===== src/common/aas_pkg.sv =====
// Constants and types shared by the supply monitor converter control
package aas_pkg;

  // Register byte addresses on the special function register bus
  localparam logic [7:0] ADDR_CONV_START = 8'hd8;
  localparam logic [7:0] ADDR_BAT_RESULT = 8'hdf;
  localparam logic [7:0] ADDR_IRQ_ENABLE = 8'hec;
  localparam logic [7:0] ADDR_EXT_RESULT = 8'hef;
  localparam logic [7:0] ADDR_DELTA_CFG  = 8'hf3;
  localparam logic [7:0] ADDR_IRQ_FLAGS  = 8'hf8;
  localparam logic [7:0] ADDR_INTERVAL   = 8'hf9;
  localparam logic [7:0] ADDR_BAT_THRESH = 8'hfa;

  // Field positions
  localparam int BIT_BAT_START    = 0;
  localparam int BIT_EXT_START    = 2;
  localparam int BIT_BAT_FLAG     = 2;
  localparam int BIT_EXT_FLAG     = 3;
  localparam int DELTA_LSB        = 0;
  localparam int DELTA_W          = 3;
  localparam int INTV_BAT_LSB     = 0;
  localparam int INTV_EXT_LSB     = 2;
  localparam int INTV_W           = 2;

  // Reset value of every register
  localparam logic [7:0] REG_RESET = 8'h00;

  // Result scaling in microvolts per count (informative for software)
  localparam int BAT_UV_PER_LSB = 14600;
  localparam int EXT_UV_PER_LSB = 15300;

  // Background interval base tick
  localparam int CLK_MHZ          = 100;
  localparam int TICK_US          = 1000;
  localparam int TICK_CYCLES_DEF  = TICK_US * CLK_MHZ;

  typedef enum logic [1:0] {
    MODE_FULL_ACTIVE  = 2'b00,
    MODE_BATT_ACTIVE  = 2'b01,
    MODE_SLEEP_HALTED = 2'b10
  } aas_mode_t;

  typedef enum logic [1:0] {
    CH_IDLE = 2'b00,
    CH_REQ  = 2'b01,
    CH_WAIT = 2'b10
  } aas_ch_state_t;

endpackage


===== src/hw/aas_chan.sv =====
// One converter channel: start latch, background timer, request handshake
`timescale 1ns/100ps
module aas_chan import aas_pkg::*; #(
  parameter int unsigned TICK_CYCLES = TICK_CYCLES_DEF
) (
  input  wire logic        i_clk_sys,
  input  wire logic        i_rst_n,
  input  wire logic        i_go,
  input  wire logic        i_single_ok,
  input  wire logic        i_bg_ok,
  input  wire logic [1:0]  i_bg_code,
  input  wire logic        i_ack,
  input  wire logic        i_done,
  input  wire logic [7:0]  i_data,
  output logic             o_pend,
  output logic             o_req,
  output logic             o_done,
  output logic             o_single,
  output logic [7:0]       o_data
);
  aas_ch_state_t state;
  aas_ch_state_t next_state;
  logic [31:0]   cnt;
  logic [31:0]   next_cnt;
  logic [31:0]   limit;
  logic          due;
  logic          next_due;
  logic          next_pend;
  logic          next_done;
  logic          next_single;
  logic [7:0]    next_data;
  logic          next_req;
  logic          bg_on;

  // Interval doubles per code step; code 0 keeps background off
  assign bg_on = (i_bg_code != 2'b00) && i_bg_ok;
  assign limit = 32'(TICK_CYCLES) << (i_bg_code - 2'b01);

  always_comb begin
    next_state  = state;
    next_cnt    = cnt;
    next_due    = due;
    next_pend   = o_pend;
    next_done   = 1'b0;
    next_single = o_single;
    next_data   = o_data;
    if (!bg_on) begin
      next_cnt = 32'h0;
      next_due = 1'b0;
    end else if (cnt + 32'h1 >= limit) begin
      next_cnt = 32'h0;
      next_due = 1'b1;
    end else begin
      next_cnt = cnt + 32'h1;
    end
    case (state)
      CH_IDLE: begin
        if (o_pend && i_single_ok) begin
          next_state  = CH_REQ;
          next_single = 1'b1;
        end else if (o_pend) begin
          next_pend = 1'b0;
        end else if (due && bg_on) begin
          next_state  = CH_REQ;
          next_single = 1'b0;
          next_due    = 1'b0;
        end
      end
      CH_REQ: begin
        if (i_ack) begin
          next_state = CH_WAIT;
          if (o_single) begin
            next_pend = 1'b0;
          end
        end
      end
      CH_WAIT: begin
        if (i_done) begin
          next_state = CH_IDLE;
          next_done  = 1'b1;
          next_data  = i_data;
        end
      end
      default: begin
        next_state = CH_IDLE;
      end
    endcase
    // A fresh start written in the clearing cycle is kept
    if (i_go) begin
      next_pend = 1'b1;
    end
    // Request is a register so the top output comes from a flip-flop
    next_req = (next_state == CH_REQ);
  end

  always_ff @(posedge i_clk_sys or negedge i_rst_n) begin
    if (!i_rst_n) begin
      state    <= CH_IDLE;
      cnt      <= 32'h0;
      due      <= 1'b0;
      o_pend   <= 1'b0;
      o_req    <= 1'b0;
      o_done   <= 1'b0;
      o_single <= 1'b0;
      o_data   <= 8'h00;
    end else begin
      state    <= next_state;
      cnt      <= next_cnt;
      due      <= next_due;
      o_pend   <= next_pend;
      o_req    <= next_req;
      o_done   <= next_done;
      o_single <= next_single;
      o_data   <= next_data;
    end
  end

  property p_pend_clear;
    @(posedge i_clk_sys) disable iff (!i_rst_n)
      (o_req && i_ack && o_single && !i_go) |=> !o_pend;
  endproperty
  a_pend_clear: assert property (p_pend_clear)
    else $error("start bit not cleared on accept");

  property p_ignore;
    @(posedge i_clk_sys) disable iff (!i_rst_n)
      (state == CH_IDLE && o_pend && !i_single_ok && !i_go)
        |=> (!o_pend && !o_req);
  endproperty
  a_ignore: assert property (p_ignore)
    else $error("unavailable start not dropped");

  property p_bg_off;
    @(posedge i_clk_sys) disable iff (!i_rst_n)
      (state == CH_IDLE && !o_pend && i_bg_code == 2'b00) |=> !o_req;
  endproperty
  a_bg_off: assert property (p_bg_off)
    else $error("background conversion with interval zero");
endmodule


===== src/hw/aas_supply_monitor.sv =====
// Battery and external voltage converter control with its registers
`timescale 1ns/100ps
module aas_supply_monitor import aas_pkg::*; #(
  parameter int unsigned TICK_CYCLES = TICK_CYCLES_DEF
) (
  input  wire logic        i_clk_sys,
  input  wire logic        i_rst_n,
  input  wire logic [1:0]  i_power_mode,
  input  wire logic [7:0]  i_sfr_addr,
  input  wire logic        i_sfr_wr,
  input  wire logic        i_sfr_rd,
  input  wire logic [7:0]  i_sfr_wdata,
  output logic [7:0]       o_sfr_rdata,
  output logic             o_bat_req,
  input  wire logic        i_bat_ack,
  input  wire logic        i_bat_done,
  input  wire logic [7:0]  i_bat_data,
  output logic             o_ext_req,
  input  wire logic        i_ext_ack,
  input  wire logic        i_ext_done,
  input  wire logic [7:0]  i_ext_data,
  output logic             o_psm_irq,
  output logic             o_bat_adc_irq,
  output logic             o_ext_adc_irq
);
  logic [7:0] irq_enable;
  logic [7:0] delta_cfg;
  logic [7:0] interval;
  logic [7:0] bat_thresh;
  logic [7:0] bat_result;
  logic [7:0] ext_result;
  logic [7:0] ext_ref;
  logic       bat_flag;
  logic       ext_flag;
  logic [7:0] next_irq_enable;
  logic [7:0] next_delta_cfg;
  logic [7:0] next_interval;
  logic [7:0] next_bat_thresh;
  logic [7:0] next_bat_result;
  logic [7:0] next_ext_result;
  logic [7:0] next_ext_ref;
  logic       next_bat_flag;
  logic       next_ext_flag;
  logic [7:0] next_rdata;
  logic       next_psm_irq;
  logic       next_bat_irq;
  logic       next_ext_irq;

  logic       bat_single_ok;
  logic       bat_bg_ok;
  logic       ext_single_ok;
  logic       ext_bg_ok;
  logic       wr_start;
  logic       wr_flags;
  logic       bat_go;
  logic       ext_go;
  logic       bat_pend;
  logic       ext_pend;
  logic       bat_done;
  logic       ext_done;
  logic       bat_single;
  logic       ext_single;
  logic [7:0] bat_data;
  logic [7:0] ext_data;
  logic       bat_hit;
  logic [7:0] ext_diff;
  logic       ext_exceed;
  logic       ext_hit;
  logic       ext_bg_exceed;

  // Mode gating of single starts and background runs
  always_comb begin
    bat_single_ok = 1'b0;
    bat_bg_ok     = 1'b0;
    ext_single_ok = 1'b0;
    ext_bg_ok     = 1'b0;
    case (i_power_mode)
      MODE_FULL_ACTIVE: begin
        bat_single_ok = 1'b1;
        bat_bg_ok     = 1'b1;
        ext_single_ok = 1'b1;
        ext_bg_ok     = 1'b1;
      end
      MODE_BATT_ACTIVE: begin
        bat_single_ok = 1'b1;
        ext_single_ok = 1'b1;
      end
      MODE_SLEEP_HALTED: begin
        ext_bg_ok     = 1'b1;
        bat_bg_ok     = 1'b0;
      end
      // Undefined mode codes run nothing, unlike sleep which keeps external background runs
      default: begin
        bat_single_ok = 1'b0;
      end
    endcase
  end

  assign wr_start = i_sfr_wr && (i_sfr_addr == ADDR_CONV_START);
  assign wr_flags = i_sfr_wr && (i_sfr_addr == ADDR_IRQ_FLAGS);
  assign bat_go   = wr_start && i_sfr_wdata[BIT_BAT_START];
  assign ext_go   = wr_start && i_sfr_wdata[BIT_EXT_START];

  aas_chan #(.TICK_CYCLES(TICK_CYCLES)) u_bat_chan (
    .i_clk_sys   (i_clk_sys),
    .i_rst_n     (i_rst_n),
    .i_go        (bat_go),
    .i_single_ok (bat_single_ok),
    .i_bg_ok     (bat_bg_ok),
    .i_bg_code   (interval[INTV_BAT_LSB +: INTV_W]),
    .i_ack       (i_bat_ack),
    .i_done      (i_bat_done),
    .i_data      (i_bat_data),
    .o_pend      (bat_pend),
    .o_req       (o_bat_req),
    .o_done      (bat_done),
    .o_single    (bat_single),
    .o_data      (bat_data)
  );

  aas_chan #(.TICK_CYCLES(TICK_CYCLES)) u_ext_chan (
    .i_clk_sys   (i_clk_sys),
    .i_rst_n     (i_rst_n),
    .i_go        (ext_go),
    .i_single_ok (ext_single_ok),
    .i_bg_ok     (ext_bg_ok),
    .i_bg_code   (interval[INTV_EXT_LSB +: INTV_W]),
    .i_ack       (i_ext_ack),
    .i_done      (i_ext_done),
    .i_data      (i_ext_data),
    .o_pend      (ext_pend),
    .o_req       (o_ext_req),
    .o_done      (ext_done),
    .o_single    (ext_single),
    .o_data      (ext_data)
  );

  // Battery: low reading or finished single start counts as a hit
  assign bat_hit = bat_done && (bat_single || (bat_data < bat_thresh));

  // External: distance from the last reading that interrupted
  assign ext_diff   = (ext_data > ext_ref) ? (ext_data - ext_ref)
                                           : (ext_ref - ext_data);
  assign ext_exceed = ext_diff > {5'b0_0000, delta_cfg[DELTA_LSB +: DELTA_W]};
  assign ext_bg_exceed = ext_done && !ext_single && ext_exceed;
  assign ext_hit    = ext_bg_exceed || (ext_done && ext_single);

  always_comb begin
    next_irq_enable = irq_enable;
    next_delta_cfg  = delta_cfg;
    next_interval   = interval;
    next_bat_thresh = bat_thresh;
    next_bat_result = bat_result;
    next_ext_result = ext_result;
    next_ext_ref    = ext_ref;
    next_bat_flag   = bat_flag;
    next_ext_flag   = ext_flag;
    if (i_sfr_wr) begin
      case (i_sfr_addr)
        ADDR_IRQ_ENABLE: next_irq_enable = i_sfr_wdata;
        ADDR_DELTA_CFG:  next_delta_cfg  = i_sfr_wdata;
        ADDR_INTERVAL:   next_interval   = i_sfr_wdata;
        ADDR_BAT_THRESH: next_bat_thresh = i_sfr_wdata;
        default:         next_interval   = interval;
      endcase
    end
    // Flags clear by writing one; a same-cycle event still sets them
    if (wr_flags && i_sfr_wdata[BIT_BAT_FLAG]) begin
      next_bat_flag = 1'b0;
    end
    if (wr_flags && i_sfr_wdata[BIT_EXT_FLAG]) begin
      next_ext_flag = 1'b0;
    end
    if (bat_hit) begin
      next_bat_flag   = 1'b1;
      next_bat_result = bat_data;
    end
    if (ext_bg_exceed) begin
      next_ext_flag = 1'b1;
    end
    if (ext_hit) begin
      next_ext_result = ext_data;
      next_ext_ref    = ext_data;
    end
  end

  // Interrupt lines and read data
  always_comb begin
    next_psm_irq = (bat_flag && irq_enable[BIT_BAT_FLAG]) ||
                   (ext_flag && irq_enable[BIT_EXT_FLAG]);
    next_bat_irq = bat_hit;
    next_ext_irq = ext_hit;
    next_rdata   = 8'h00;
    if (i_sfr_rd) begin
      case (i_sfr_addr)
        ADDR_CONV_START: begin
          next_rdata[BIT_BAT_START] = bat_pend;
          next_rdata[BIT_EXT_START] = ext_pend;
        end
        ADDR_BAT_RESULT: next_rdata = bat_result;
        ADDR_IRQ_ENABLE: next_rdata = irq_enable;
        ADDR_EXT_RESULT: next_rdata = ext_result;
        ADDR_DELTA_CFG:  next_rdata = delta_cfg;
        ADDR_IRQ_FLAGS: begin
          next_rdata[BIT_BAT_FLAG] = bat_flag;
          next_rdata[BIT_EXT_FLAG] = ext_flag;
        end
        ADDR_INTERVAL:   next_rdata = interval;
        ADDR_BAT_THRESH: next_rdata = bat_thresh;
        default:         next_rdata = 8'h00;
      endcase
    end
  end

  always_ff @(posedge i_clk_sys or negedge i_rst_n) begin
    if (!i_rst_n) begin
      irq_enable    <= REG_RESET;
      delta_cfg     <= REG_RESET;
      interval      <= REG_RESET;
      bat_thresh    <= REG_RESET;
      bat_result    <= REG_RESET;
      ext_result    <= REG_RESET;
      ext_ref       <= REG_RESET;
      bat_flag      <= 1'b0;
      ext_flag      <= 1'b0;
      o_sfr_rdata   <= REG_RESET;
      o_psm_irq     <= 1'b0;
      o_bat_adc_irq <= 1'b0;
      o_ext_adc_irq <= 1'b0;
    end else begin
      irq_enable    <= next_irq_enable;
      delta_cfg     <= next_delta_cfg;
      interval      <= next_interval;
      bat_thresh    <= next_bat_thresh;
      bat_result    <= next_bat_result;
      ext_result    <= next_ext_result;
      ext_ref       <= next_ext_ref;
      bat_flag      <= next_bat_flag;
      ext_flag      <= next_ext_flag;
      o_sfr_rdata   <= next_rdata;
      o_psm_irq     <= next_psm_irq;
      o_bat_adc_irq <= next_bat_irq;
      o_ext_adc_irq <= next_ext_irq;
    end
  end

  property p_bat_sleep;
    @(posedge i_clk_sys) disable iff (!i_rst_n)
      $rose(o_bat_req) |-> ($past(i_power_mode) != MODE_SLEEP_HALTED);
  endproperty
  a_bat_sleep: assert property (p_bat_sleep)
    else $error("battery conversion started in sleep");

  property p_bat_batt_mode;
    @(posedge i_clk_sys) disable iff (!i_rst_n)
      ($rose(o_bat_req) && $past(i_power_mode) == MODE_BATT_ACTIVE)
        |-> bat_single;
  endproperty
  a_bat_batt_mode: assert property (p_bat_batt_mode)
    else $error("background battery run in battery mode");

  property p_ext_batt_mode;
    @(posedge i_clk_sys) disable iff (!i_rst_n)
      ($rose(o_ext_req) && $past(i_power_mode) == MODE_BATT_ACTIVE)
        |-> ext_single;
  endproperty
  a_ext_batt_mode: assert property (p_ext_batt_mode)
    else $error("background external run in battery mode");

  property p_ext_sleep;
    @(posedge i_clk_sys) disable iff (!i_rst_n)
      ($rose(o_ext_req) && $past(i_power_mode) == MODE_SLEEP_HALTED)
        |-> !ext_single;
  endproperty
  a_ext_sleep: assert property (p_ext_sleep)
    else $error("single external start taken in sleep");

  property p_bat_low;
    @(posedge i_clk_sys) disable iff (!i_rst_n)
      (bat_done && bat_data < bat_thresh)
        |=> (bat_flag && bat_result == $past(bat_data) && o_bat_adc_irq);
  endproperty
  a_bat_low: assert property (p_bat_low)
    else $error("low battery reading not flagged");

  property p_bat_hold;
    @(posedge i_clk_sys) disable iff (!i_rst_n)
      !bat_hit |=> $stable(bat_result);
  endproperty
  a_bat_hold: assert property (p_bat_hold)
    else $error("battery result changed without flag");

  property p_psm;
    @(posedge i_clk_sys) disable iff (!i_rst_n)
      (bat_flag && irq_enable[BIT_BAT_FLAG]) |=> o_psm_irq;
  endproperty
  a_psm: assert property (p_psm)
    else $error("enabled battery flag missed power interrupt");

  property p_ext_mask;
    @(posedge i_clk_sys) disable iff (!i_rst_n)
      (!bat_flag && !irq_enable[BIT_EXT_FLAG]) |=> !o_psm_irq;
  endproperty
  a_ext_mask: assert property (p_ext_mask)
    else $error("power interrupt without enabled source");

  property p_ext_delta;
    @(posedge i_clk_sys) disable iff (!i_rst_n)
      ext_bg_exceed |=> (ext_flag && o_ext_adc_irq &&
                         ext_result == $past(ext_data) &&
                         ext_ref == ext_result);
  endproperty
  a_ext_delta: assert property (p_ext_delta)
    else $error("external delta not flagged");

  property p_ext_hold;
    @(posedge i_clk_sys) disable iff (!i_rst_n)
      !ext_hit |=> ($stable(ext_result) && !o_ext_adc_irq);
  endproperty
  a_ext_hold: assert property (p_ext_hold)
    else $error("external result changed without interrupt");
endmodule

===== config.mk =====
export PLATFORM = sky130hd
export DESIGN_NAME = aas_supply_monitor
export DESIGN_NICKNAME = d
export VERILOG_FILES = /design/src/common/aas_pkg.sv /design/src/hw/aas_chan.sv /design/src/hw/aas_supply_monitor.sv
export SDC_FILE = /design/constraint.sdc
export NUM_CORES = 1
export LEC_CHECK = 0
export BUFFER_PORTS_ARGS = -buffer_cell sky130_fd_sc_hd__buf_4
export CAP_MARGIN = 10
export CORE_ASPECT_RATIO = 0.8
export CORE_UTILIZATION = 35
export CTS_CLUSTER_DIAMETER = 120
export DETAILED_ROUTE_END_ITERATION = 8
export PLACE_DENSITY_LB_ADDON = 0.05
export SYNTH_ARGS = -nofsm -noshare
export SYNTH_HDL_FRONTEND = slang
export SYNTH_SLANG_ARGS = --single-unit

===== constraint.sdc =====
create_clock -name i_clk_sys -period 11.3 [get_ports i_clk_sys]
set_input_delay 2.26 -clock i_clk_sys [delete_from_list [all_inputs] [get_ports i_clk_sys]]
set_output_delay 2.26 -clock i_clk_sys [all_outputs]
set_load 0.01 [all_outputs]

* Yosys cells after proc, flatten, opt, wreduce, memory -nomap -nowiden *
Index checks and enable logic that the tools add are counted.

operators by class
  add/subtract/negate cells = 6
  multiply operators = 0
  div/mod/pow operators = 0
  order comparisons = 5
  equality and inequality tests = 24
  shift-type cells = 2
  muxes and demuxes = 62
  bitwise operators = 0
  reductions and logical operators = 45

operator list
  cell                                                                  count
  32-bit 2-to-1 mux                                                     4
  32-bit by 1-bit adder with 32-bit output (second input constant)      2
  8-bit == test (second input constant)                                 8
  32-bit greater-or-equal comparator                                    2
  17-bit by 2-bit left shift with 32-bit output (first input constant)  2
  1-bit 2-to-1 mux                                                      37
  4-bit case mux with 6 select lines                                    1
  2-bit 2-to-1 mux                                                      10
  1-bit logical AND                                                     18
  8-bit 2-to-1 mux                                                      2
  8-bit subtractor                                                      2
  1-bit case mux with 7 select lines                                    2
  3-bit != test (second input constant)                                 4
  2-bit case mux with 3 select lines                                    2
  2-bit AND reduction                                                   6
  2-bit nonzero test                                                    6
  2-bit by 1-bit == test with 1-bit output (second input constant)      5
  8-bit by 3-bit greater-than comparator with 1-bit output              1
  8-bit greater-than comparator                                         1
  8-bit < comparator                                                    1
  1-bit case mux with 8 select lines                                    1
  4-bit AND reduction                                                   2
  2-bit == test (second input constant)                                 3
  2-bit logical NOT                                                     3
  10 further kinds                                                      19

storage, ports and cells
  register bits = 155
  latch bits = 0
  memory bits (writable) = 0
  memory bits (read-only) = 0
  input bits = 42
  output and inout port bits = 13
  word-level logic and storage cells = 172
  memories kept = 0

* Logic depth before layout (Yosys ltp) *
Gate-level depths: netlist of the first run.

  depth after elaboration = 10
  depth in mapped cells = 18
  depth with buffers taken out = 17

* By module *
Synthesis of the first run repeated with hierarchy kept, for this count alone.

unflattened totals
  cells, all modules = 867
  area, all modules = 9,165.0 um^2

by module, submodules not included
  module                  instances  cells each  area each (um^2)  sequential area each (um^2)
  aas_supply_monitor      1          340         3,678.5           1,526.5
  aas_chan at u_ext_chan  1          252         2,756.4           1,176.1
  aas_chan at u_bat_chan  1          275         2,730.1           1,176.1

* Worst setup path after synthesis of the first run *
No wires, ideal clock.

  path kind = input to register
  start point = input port i_sfr_addr[6]
  end point = register delta_cfg[0]
  library setup time = 0.125 ns
  arrival = 3.914 ns
  required time = 11.175 ns
  setup slack = 7.261 ns
  stages on the path = 5
  buffers on the path = 0
  cell sequence = nand3_1 nor3b_1 nor3b_1 nand2_1 mux2_2

on the way
  cells in the longest elaborated chain, start to end = 2

RTL lines
  what                                  line                       text
  from (decl)                           aas_supply_monitor.sv:9    input wire logic [7:0] i_sfr_addr,
  8-bit == test                         aas_supply_monitor.sv:159  case (i_sfr_addr)
  2-bit AND reduction (no source line)  -
  to (signal assigned)                  aas_supply_monitor.sv:232  delta_cfg <= next_delta_cfg;
  to (decl)                             aas_supply_monitor.sv:27   logic [7:0] delta_cfg;

No other way between the ends.
A chain may end at the register's enable or synchronous reset.

* Worst setup path after layout of the first run *
  start point = input port i_sfr_addr[6]
  end point = register bat_thresh[0]

on the way
  cells in the longest elaborated chain, start to end = 2

RTL lines
  what                                  line                       text
  8-bit == test                         aas_supply_monitor.sv:159
  2-bit AND reduction (no source line)  -
  to (signal assigned)                  aas_supply_monitor.sv:234  bat_thresh <= next_bat_thresh;
  to (decl)                             aas_supply_monitor.sv:29   logic [7:0] bat_thresh;

No other way between the ends.

==> results.ini, run 1 <==
[run_status]
outcome=finished clean

[clocking]
postCtsHoldBufs=0
cts_made_buffers=17
cts-root-buf=clkbuf_16
cts_resized=0
post_cts_buffers=0
cts_max_level=4
cts.reportedPaths.clkPinSlew_ps=70
cts_buffer_depth=2
insertion_delay_ps=430
cts_tree=built
cts.sinks=155

[timing]
fmax_mhz=215
period_share_pct=41.1
setup_violations=0
slew_headroom_pct=15.8
skew_ps=10.7
finalHoldViolCount=0
finalCriticalPeriod_ps=4650
tightest_slew_ps=1260
setup_tns_ps=0
rsz0062_at_grt=no
drv_slew=0
setup_slack_ps=6650

[logic_synthesis]
synth-main-ff-cell=dfrtp_1
postSynthAreaPerCell_um2=10.3
ys_top_cells_by_count=dfrtp_1 (155), nand2_1 (85), ha_1 (64)
synth_top_area_cell=dfrtp_1
async_reset_ff_share_pct=100
yosysMostFrequentCell=dfrtp_1
synth_seq_area_share_pct=44.9
ys_seq_elements=155
yosysWarningCount=0
syn_area_um2=8640
synth_area_leaders=dfrtp_1 (45%), ha_1 (9.3%), mux2_2 (5.6%)
synthDistinctLibCells=72
yosys.area.top_type_share_pct=44.9
synth_edf_count=0
syn_inst=838

[worst_setup_path]
worstSetupEndpoint=bat_thresh[0]
cp-end-kind=flop
criticalPathCategory=primary input to flop
required_ps=11610
cp_num_buf_inv=1
cp-start-kind=primary input
crit_chain=buf_4 > nand3_1 > nor3b_1 > nand2_1 > nor3b_1 > nand2_1 > mux2_2
worst-path-stages=7
slowest_stage=nor3b_1
timing.rr.end=ext_ref[7]
r2r_setup_slack_ps=6970
reg2regPathDepth=16
crit_family=simple AND/OR/NAND/NOR gates
arrival_ps=4960
cp_max_fo=8
crit_start=i_sfr_addr[6]
r2r-start=ext_ref[5]
max_stage_delay_ps=1040

[layout]
syn_to_final_growth_pct=16.4
final_core_util_pct=41.4
post_route_cells_drive_above_1_share_pct=17.7
fin_nets=1029
n_fill_cell=2377
seq_area_um2=3880
multiInputGateArea_um2=4560
n_antenna_cell=0
final_area_um2=10100

[placement]
placed_cell_area_um2=9490
pre_cts_slack_ps=6290
hpwl_mm=15.7
place_congestion=0.868
port_buffers=54

[grt]
first_global_vias=6262
grt_overflow=0
grt_start_max_net_pins=97
grt_use_total_pct=18.0
grt_pass1_wl_mm=34.8
antenna_found_initial=0

[route]
avgViaCountPerCell=5.13
drtIter0Drc=454
drc_errors=0
routed_wl_mm=21.3
antenna_left=0
drt_first_pass_iters=5
wire_per_inst_um=17.0
vias=6424

[power_and_ir_drop]
power.density_nw_per_um2=146
max-vdd-ir-drop_mv=0.104
power.total_mw=1.47
leakage_nw=4.72

[floorplan]
io_pins=55
die_h_um=143
die_w_um=178
start_util_pct=35.5
rows=51
coreArea_um2=24300
die-area_um2=25300

[flow_run]
drv_cap=0

[hold_path]
hp-start=u_bat_chan.cnt[0]
hold_class=flop to flop

## state kept, by name, summed over array words and instances, names as in the netlist, 8 cells and up
signal and cells:
u_bat_chan.o_data 8, ext_ref 8, u_ext_chan.cnt 32, u_ext_chan.o_data 8, u_bat_chan.cnt 32, bat_thresh 8, delta_cfg 8, o_sfr_rdata 8
irq_enable 8, bat_result 8, interval 8
## metal layers
metal,up-vias,routed length (um),GRT usage [%]
met4,2,145,4.18
met5,-,77,2.38
met1,3142,11100,27.1
li1,3139,-,-
met2,129,9010,25.4
met3,12,938,4.03
## stage by stage
step,hold WS (ps),cells
after floorplan,445,861
after global placement,471,1220
after detailed placement,474,1220
after CTS,484,1252
after global routing,511,1252
final,480,1252
## worst register-to-register path, delay by kind of cell, from the launching register on
family	cells	cell delay, ps
AO/OA/AOI/OAI	8	1730
multiplexers	2	750
adder cells (fa/ha/maj)	2	740
flip-flops	1	420
buffers and inverters	2	360
AND/OR/NAND/NOR	2	220
## layout make-up
class                   count  share of cell area (%)
clock buffers              18                    4.37
clock inverters            14                    1.32
inverters                  53                    1.98
multi-input cells         634                    45.3
flip-flops and latches    155                    38.6
well taps                 318                    3.95
repair buffers             60                    4.51
## kinds of logic (layout without fill, tap and decap cells)
| logic type | Yosys count | count (layout) | share of synthesized area, % |
|---|---|---|---|
| xor gates and xnor gates | 46 | 46 | 4.66 |
| DFF | 155 | 155 | 44.9 |
| AOI/OAI and AO/OA | 148 | 148 | 11.8 |
| adders and majority gates | 66 | 66 | 9.73 |
| other | 1 | 24 | 0.0434 |
| muxes | 56 | 56 | 7.11 |
| and+or+nand+nor | 294 | 294 | 18.4 |
| buffers and inverters | 72 | 145 | 3.45 |
## worst min path at each step
stage / slack [ps] / end / depth (start not counted)
after global placement: 470 / u_bat_chan.cnt[0] / 1
after floorplan: 440 / u_bat_chan.cnt[0] / 1
after detailed placement: 470 / u_bat_chan.cnt[0] / 1
after global routing: 510 / u_bat_chan.cnt[0] / 1
after CTS: 480 / u_bat_chan.cnt[0] / 1
final: 480 / u_bat_chan.cnt[0] / 1
## cells in the final DEF, fill, tap and decap left out, types with 6 or more instances in the layout
master and instances:
dfrtp_1 155, nand2_1 85, ha_1 64, buf_4 59, inv_1 52, nor2_1 48
mux2_2 43, nand3_1 36, o21ai_0 30, a21oi_1 24, conb_1 24, xnor2_1 23
xor2_1 23, nor2b_1 19, a22oi_1 18, clkbuf_16 17, nand4_1 14, nor3_1 14
and3_1 13, mux2i_1 13, nor2b_2 13, a31oi_1 12, nor4_1 9, o21a_1 9
a211oi_1 8, a21o_1 8, and4_1 6, nor3b_1 6
## report_power, final
part | internal (mW) | switching (mW) | total, mW
clock network | 0.297 | 0.263 | 0.559
registers | 0.591 | 0.0374 | 0.628
logic | 0.122 | 0.160 | 0.282
total | 1.01 | 0.460 | 1.47
No activity file was read; power rests on OpenSTA's default activity.
==> run 2, diff against run 1 <==
Settings changed: ABC_AREA from default to 1.
Clock period 11.3 ns to 4.6 ns, I/O delays scaled along.
==> run 2 against run 1 <==
Worst setup slack lost 5500 ps. Largest power group unchanged. Clock skew rose by 1.4 ps. Wire length up 13%. Critical path type is now flop to flop.
==> results.ini, run 2 <==
[logic_synthesis]
yosys.area.top_type_share_pct=41.1  ; was 44.9%
syn_area_um2=9440  ; was 8640 um^2
synth_compound_area_share_pct=6.27  ; was 11.8%
ys_seq_elements=155  ; unchanged
synthXorXnorAreaFrac_pct=3.43  ; was 4.66%
synth_top_area_cell=dfrtp_1  ; unchanged
synth_seq_area_share_pct=41.1  ; was 44.9%
async_reset_ff_share_pct=100  ; unchanged
postSynthAreaPerCell_um2=7.41  ; was 10.3 um^2
muxShareOfSynthArea_pct=0.702  ; was 7.11%
synth-main-ff-cell=dfrtp_1  ; unchanged
synthDistinctLibCells=44  ; was 72
synth_area_leaders=dfrtp_1 (41%), nand2_1 (16%), ha_1 (8.5%)  ; was dfrtp_1 (45%), ha_1 (9.3%), mux2_2 (5.6%)
synth_top_family_by_area=simple AND/OR/NAND/NOR gates  ; unchanged
syn_inst=1275  ; was 838
synth_edf_count=0  ; unchanged
yosysMostFrequentCell=nand2_1  ; was dfrtp_1
synthSimpleGateAreaFrac_pct=31.2  ; was 18.4%
synthAdderAreaFrac_pct=8.91  ; was 9.73%
ys_top_cells_by_count=nand2_1 (401), inv_1 (183), nor2_1 (171)  ; was dfrtp_1 (155), nand2_1 (85), ha_1 (64)
yosysWarningCount=0  ; unchanged

[worst_setup_path]
slowest_stage=fa_1  ; was nor3b_1
cp_num_buf_inv=3  ; was 1
r2r-start=u_ext_chan.o_data[0]  ; was ext_ref[5]
max_stage_delay_ps=410  ; was 1040 ps
cp-end-kind=flop  ; unchanged
crit_family=simple AND/OR/NAND/NOR gates  ; unchanged
crit_chain=inv_1 > ha_1 > inv_1 > fa_1 > nand3_1 > nand3_1 > nand2_1 > nand2_1 > nand2_2 > mux2i_1 > xor2_1 > inv_1 > ha_1 > a21oi_1 > o21ai_0 > nand2_1 > nand2_1 > nor2_1 > nand4_2 > nand3_1 > nand2_1  ; was buf_4 > nand3_1 > nor3b_1 > nand2_1 > nor3b_1 > nand2_1 > mux2_2
required_ps=4920  ; was 11610 ps
cp-start-kind=flop  ; was primary input
crit_start=u_ext_chan.o_data[0]  ; was i_sfr_addr[6]
arrival_ps=3770  ; was 4960 ps
cp_common_cell=nand2_1
criticalPathCategory=flop to flop  ; was primary input to flop
cp_max_fo=8  ; unchanged

[clocking]
cts_resized=0  ; unchanged
cts.reportedPaths.clkPinSlew_ps=70  ; about the same
postCtsHoldBufs=0  ; unchanged
post_cts_buffers=0  ; unchanged
cts_made_buffers=17  ; unchanged
cts-root-buf=clkbuf_16  ; unchanged
cts_tree=built  ; unchanged
cts_max_level=4  ; unchanged
cts_buffer_depth=2  ; unchanged
insertion_delay_ps=430  ; about the same
cts.sinks=155  ; unchanged

[timing]
tightest_slew_ps=967  ; was 1260 ps
period_share_pct=74.9
fmax_mhz=290
drv_slew=0  ; unchanged
finalHoldViolCount=0  ; unchanged
setup_violations=0  ; unchanged
slew_headroom_pct=35.3  ; was 15.8%
finalCriticalPeriod_ps=3440
setup_tns_ps=0  ; unchanged
skew_ps=12.1  ; was 10.7 ps
rsz0062_at_grt=no  ; unchanged

[hold_path]
hp-start=u_ext_chan.cnt[0]  ; was u_bat_chan.cnt[0]
hold_class=flop to flop  ; unchanged

[route]
vias=7823  ; was 6424
routed_wl_mm=24.1  ; was 21.3 mm
drc_errors=0  ; unchanged
drtIter0Drc=411  ; was 454
wire_per_inst_um=13.9  ; was 17.0 um
avgViaCountPerCell=4.52  ; was 5.13
drt_first_pass_iters=5  ; unchanged
antenna_left=0  ; unchanged

[grt]
grt_overflow=0  ; unchanged
grt_pass1_wl_mm=40.0  ; was 34.8 mm
grt_start_max_net_pins=84  ; was 97
antenna_found_initial=1  ; was 0
first_global_vias=7720  ; was 6262
grt_use_total_pct=18.8  ; was 18.0%

[power_and_ir_drop]
clkPwrFrac_pct=30.6  ; was 38.1%
power.density_nw_per_um2=436  ; was 146 nW/um^2
leakage_nw=5.47  ; was 4.72 nW
max-vdd-ir-drop_mv=0.249  ; was 0.104 mV
p_comb_share_pct=34.0  ; was 19.2%
sw_frac_of_total_pct=37.7  ; was 31.3%
power.total_mw=4.76  ; was 1.47 mW
seqPwrFrac_pct=35.4  ; was 42.8%
intPower_mw=2.96  ; was 1.01 mW
power.switching_mw=1.80  ; was 0.460 mW

[layout]
post_route_cells_drive_above_1_share_pct=9.11  ; was 17.7%
n_antenna_cell=0  ; unchanged
final_common_cell=nand2_1  ; was dfrtp_1
layout_common_cells=nand2_1 (401), inv_1 (183), nor2_1 (171)  ; was dfrtp_1 (155), nand2_1 (85), ha_1 (64)
final_core_util_pct=41.4  ; about the same
top_regs=u_bat_chan.cnt (32), u_ext_chan.cnt (32)  ; unchanged
fin_nets=1467  ; was 1029
syn_to_final_growth_pct=15.7  ; was 16.4%

[placement]
port_buffers=54  ; unchanged
place_congestion=0.843  ; was 0.868
hpwl_mm=18.4  ; was 15.7 mm

[floorplan]
coreArea_um2=26400  ; was 24300 um^2
io_pins=55  ; unchanged
rows=53  ; was 51
die_h_um=149  ; was 143 um
start_util_pct=35.8  ; was 35.5%
die-area_um2=27600  ; was 25300 um^2
die_w_um=186  ; was 178 um

[run_status]
outcome=finished clean  ; unchanged

[flow_run]
drv_cap=0  ; unchanged

[run 2: cell types whose count changed after synthesis, sizes merged, moves of 14 or more]
| cell | delta |
|---|---|
| o22ai | +17 |
| inv | +133 |
| nand2 | +320 |
| nand3 | +27 |
| nor2 | +141 |
| a22oi | -18 |
| mux2 | -38 |
| o21ai | +14 |
| nor2b | -33 |
[run 2: cells by family (layout without fill, tap and decap cells)]
family / Yosys count / after routing
AND/OR/NAND/NOR: 705 / 705
buffers and inverters: 200 / 274
flip-flops: 155 / 155
AO/OA/AOI/OAI: 105 / 105
adder cells (fa/ha/maj): 66 / 66
XOR/XNOR: 37 / 37
multiplexers: 6 / 6
other: 1 / 24
[run 2: layout make-up]
cell class | count | area, um^2
Fill cell | 2801 | 15500
Sequential cell | 155 | 3880
Multi-Input combinational cell | 943 | 4860
Inverter | 187 | 702
Tap cell | 357 | 447
Clock inverter | 13 | 153
Timing Repair Buffer | 55 | 429
Clock buffer | 19 | 453
[run 2: final timing paths]
path / end / slack, ps / cells past startpoint
max: ext_ref[5] / 1160 / 21
min: u_ext_chan.cnt[0] / 480 / 1
max reg2reg: ext_ref[5] / 1160 / 21
min reg2reg: u_ext_chan.cnt[0] / 480 / 1
max in group asynchronous: irq_enable[2] / 3170 / 2
min in group asynchronous: u_bat_chan.cnt[28] / 510 / 1
[run 2: power groups by stage]
stage	clock network [mW]	registers, mW	logic [mW]
after global routing	1.57	1.71	1.89
after floorplan	0	1.67	1.21
after global placement	0	1.71	1.63
final	1.46	1.68	1.62
after detailed placement	0	1.71	1.63
after CTS	1.50	1.69	1.63
[run 2: worst register-to-register path, delay by kind of cell (launching register included)]
| kind | cells | cell delay (ps) |
|---|---|---|
| and+or+nand+nor | 11 | 1270 |
| muxes | 1 | 230 |
| AOI/OAI and AO/OA | 2 | 220 |
| adders and majority gates | 3 | 860 |
| buffers and inverters | 3 | 190 |
| DFF | 1 | 390 |
| xor gates and xnor gates | 1 | 160 |
[run 2: layer usage]
metal | up-vias | part of all wire (%) | track usage [%]
li1 | 4136 | - | -
met5 | - | 0.054 | 0
met4 | 2 | 1.3 | 5.04
met3 | 24 | 4.0 | 3.88
met2 | 130 | 43 | 28.2
met1 | 3531 | 52 | 27.2
[run 2: per-stage QoR]
step	cell area (um^2)	worst slack, ps	std cells	hold slack, ps
CTS	10900	1160	1729	488
global route	10900	781	1729	505
global placement	10300	1200	1697	467
detailed placement	10300	1160	1697	471
floorplan	9530	1550	1298	439
finish	10900	1160	1729	478
==> run 3, diff against run 2 <==
Clock period 4.6 ns to 3.1 ns, I/O delays scaled along.
==> run 3 against run 2 <==
The run now ends with setup timing left. Critical endpoint unchanged. Largest cell class unchanged. Critical path depth unchanged. Maximum frequency rose by 9.2%. Global-route usage rose by 0.59 points. Final area increased by 6.7%. Die area unchanged. Largest power group is now combinational cells. Highest routed layer is now met4. Utilization increased by 2.8 points.
==> results.ini, run 3 (synthesized netlist as in run 2, its figures left out) <==
[worst_setup_path]
max_stage_delay_ps=400  ; was 410 ps
crit_chain=inv_2 > ha_4 > inv_2 > fa_2 > nand3_2 > nand3_2 > nand2_2 > nand2_2 > nand2_2 > mux2i_1 > xor2_1 > inv_1 > ha_4 > a21oi_2 > o21ai_1 > nand2_1 > nand2_2 > nor2_4 > nand4_4 > nand3_2 > nand2_1  ; was inv_1 > ha_1 > inv_1 > fa_1 > nand3_1 > nand3_1 > nand2_1 > nand2_1 > nand2_2 > mux2i_1 > xor2_1 > inv_1 > ha_1 > a21oi_1 > o21ai_0 > nand2_1 > nand2_1 > nor2_1 > nand4_2 > nand3_1 > nand2_1
cp-start-kind=flop  ; unchanged
cp_max_fo=8  ; unchanged
cp-end-kind=flop  ; unchanged
slowest_stage=dfrtp_1  ; was fa_1
criticalPathCategory=flop to flop  ; unchanged
cp_common_cell=nand2_2  ; was nand2_1
required_ps=3430  ; was 4920 ps
arrival_ps=3480  ; was 3770 ps

[route]
drc_errors=0  ; unchanged
wire_per_inst_um=13.9  ; about the same
drtIter0Drc=440  ; was 411
drt_first_pass_iters=4  ; was 5
vias=8114  ; was 7823
avgViaCountPerCell=4.53  ; was 4.52
antenna_left=0  ; unchanged
routed_wl_mm=24.9  ; was 24.1 mm

[hold_path]
hold_class=primary input to async pin  ; was flop to flop

[floorplan]
die_h_um=149  ; unchanged
rows=53  ; unchanged
die_w_um=186  ; unchanged
io_pins=55  ; unchanged
die-area_um2=27600  ; unchanged
coreArea_um2=26400  ; unchanged
start_util_pct=35.8  ; unchanged

[layout]
final_common_cell=nand2_1  ; unchanged
post_route_cells_drive_above_1_share_pct=15.8  ; was 9.11%
final_core_util_pct=44.2  ; was 41.4%
n_antenna_cell=0  ; unchanged
layout_common_cells=nand2_1 (393), inv_1 (181), nor2_1 (166)  ; was nand2_1 (401), inv_1 (183), nor2_1 (171)
top_regs=u_bat_chan.cnt (32), u_ext_chan.cnt (32)  ; unchanged
syn_to_final_growth_pct=23.5  ; was 15.7%
final_area_um2=11700  ; was 10900 um^2
fin_nets=1530  ; was 1467

[timing]
period_share_pct=102  ; was 74.9%
skew_ps=11.0  ; was 12.1 ps
finalCriticalPeriod_ps=3150  ; was 3440 ps
fmax_mhz=317  ; was 290 MHz
finalHoldViolCount=0  ; unchanged
setup_slack_ps=-54.8  ; was 1160 ps
rsz0062_at_grt=yes  ; was no
setup_violations=8  ; was 0
drv_slew=0  ; unchanged
slew_headroom_pct=59.9  ; was 35.3%
tightest_slew_ps=601  ; was 967 ps

[clocking]
cts_tree=built  ; unchanged
cts.sinks=155  ; unchanged
cts_max_level=4  ; unchanged
insertion_delay_ps=440  ; was 430 ps
cts_made_buffers=17  ; unchanged
cts.reportedPaths.clkPinSlew_ps=70  ; about the same
cts_buffer_depth=2  ; unchanged
postCtsHoldBufs=0  ; unchanged
cts-root-buf=clkbuf_16  ; unchanged

[power_and_ir_drop]
power.density_nw_per_um2=675  ; was 436 nW/um^2
leakage_nw=5.85  ; was 5.47 nW
max-vdd-ir-drop_mv=0.409  ; was 0.249 mV

[grt]
grt_start_max_net_pins=63  ; was 84
grt_use_total_pct=19.4  ; was 18.8%
grt_pass1_wl_mm=41.4  ; was 40.0 mm
first_global_vias=8000  ; was 7720
grt_overflow=0  ; unchanged
antenna_found_initial=0  ; was 1

[run_status]
outcome=finished with violations  ; was finished clean
violations=setup timing

[placement]
hpwl_mm=18.9  ; was 18.4 mm
pre_cts_slack_ps=-183  ; was 1160 ps
place_congestion=0.819  ; was 0.843
port_buffers=54  ; unchanged
placed_cell_area_um2=10700  ; was 10300 um^2

[flow_run]
drv_cap=0  ; unchanged

-- run 3: cell count changes in the layout (fill, tap and decap cells not counted), moves of 4 or more --
cell | before | now
nor2_1 | 171 | 166
nand3_1 | 61 | 50
o21ai_0 | 45 | 41
nand3_2 | 3 | 12
xnor2_2 | 0 | 4
buf_4 | 53 | 113
xnor2_1 | 17 | 13
nand2_1 | 401 | 393
nand2_2 | 4 | 10
-- run 3: worst max-delay path: cells and delay by family, from the launching register on --
family	cells	cell delay, ps
AO/OA/AOI/OAI	2	190
buffers and inverters	3	210
adder cells (fa/ha/maj)	3	760
multiplexers	1	230
AND/OR/NAND/NOR	11	1100
flip-flops	1	400
XOR/XNOR	1	160
-- run 3: path summary, 6_finish.rpt --
| path | from | to | slack (ps) | cells past startpoint |
|---|---|---|---|---|
| hold / removal | i_rst_n | u_bat_chan.cnt[29] | 170 | 1 |
| min in group i_clk_sys | i_bat_data[6] | u_bat_chan.o_data[6] | 380 | 3 |
| setup / recovery | u_ext_chan.o_data[0] | ext_ref[5] | -50 | 21 |
| setup reg to reg | u_ext_chan.o_data[0] | ext_ref[5] | -50 | 21 |
| max in group asynchronous | i_rst_n | interval[2] | 2240 | 2 |
| hold reg to reg | bat_result[1] | bat_result[1] | 480 | 2 |
-- run 3: layout make-up --
type / count / area [um^2]
Clock inverter: 12 / 151
Clock buffer: 20 / 457
Inverter: 187 / 702
Timing Repair Buffer: 117 / 920
Fill cell: 2784 / 14700
Tap cell: 357 / 447
Multi-Input combinational cell: 944 / 5100
Sequential cell: 155 / 3880
-- run 3: what timing repair did --
action,in CTS,in global routing
resized for setup,25,31
pin swaps,5,18
hold endpoints to repair,0,0
setup endpoints to repair,10,51
cloned,1,0
setup buffers,4,15
-- run 3: metal layers --
| layer | up-vias | global-route usage (%) | part of all wire (%) | routed length, um |
|---|---|---|---|---|
| met5 | - | 0 | 0 | 0 |
| met3 | 16 | 3.42 | 3.2 | 786 |
| met2 | 118 | 29.3 | 43 | 10800 |
| met1 | 3714 | 28.4 | 52 | 13000 |
| li1 | 4266 | - | - | - |
| met4 | 0 | 5.04 | 0.98 | 244 |
-- run 3: stage by stage --
| step | hold slack [ps] | TNS (ps) | cells | power (mW) |
|---|---|---|---|---|
| floorplan | 324 | 0 | 1298 | 4.27 |
| global placement | 469 | -1250 | 1740 | 5.25 |
| detailed placement | 467 | -1690 | 1740 | 5.25 |
| CTS | 183 | -65.0 | 1777 | 7.84 |
| global route | 210 | -1860 | 1792 | 8.47 |
| finish | 173 | -359 | 1792 | 7.87 |
-- run 3: report_power, final --
group          switching, mW  total (mW)  internal, mW
logic                   1.88        3.16          1.28
registers              0.212        2.50          2.29
clock network          0.950        2.21          1.26
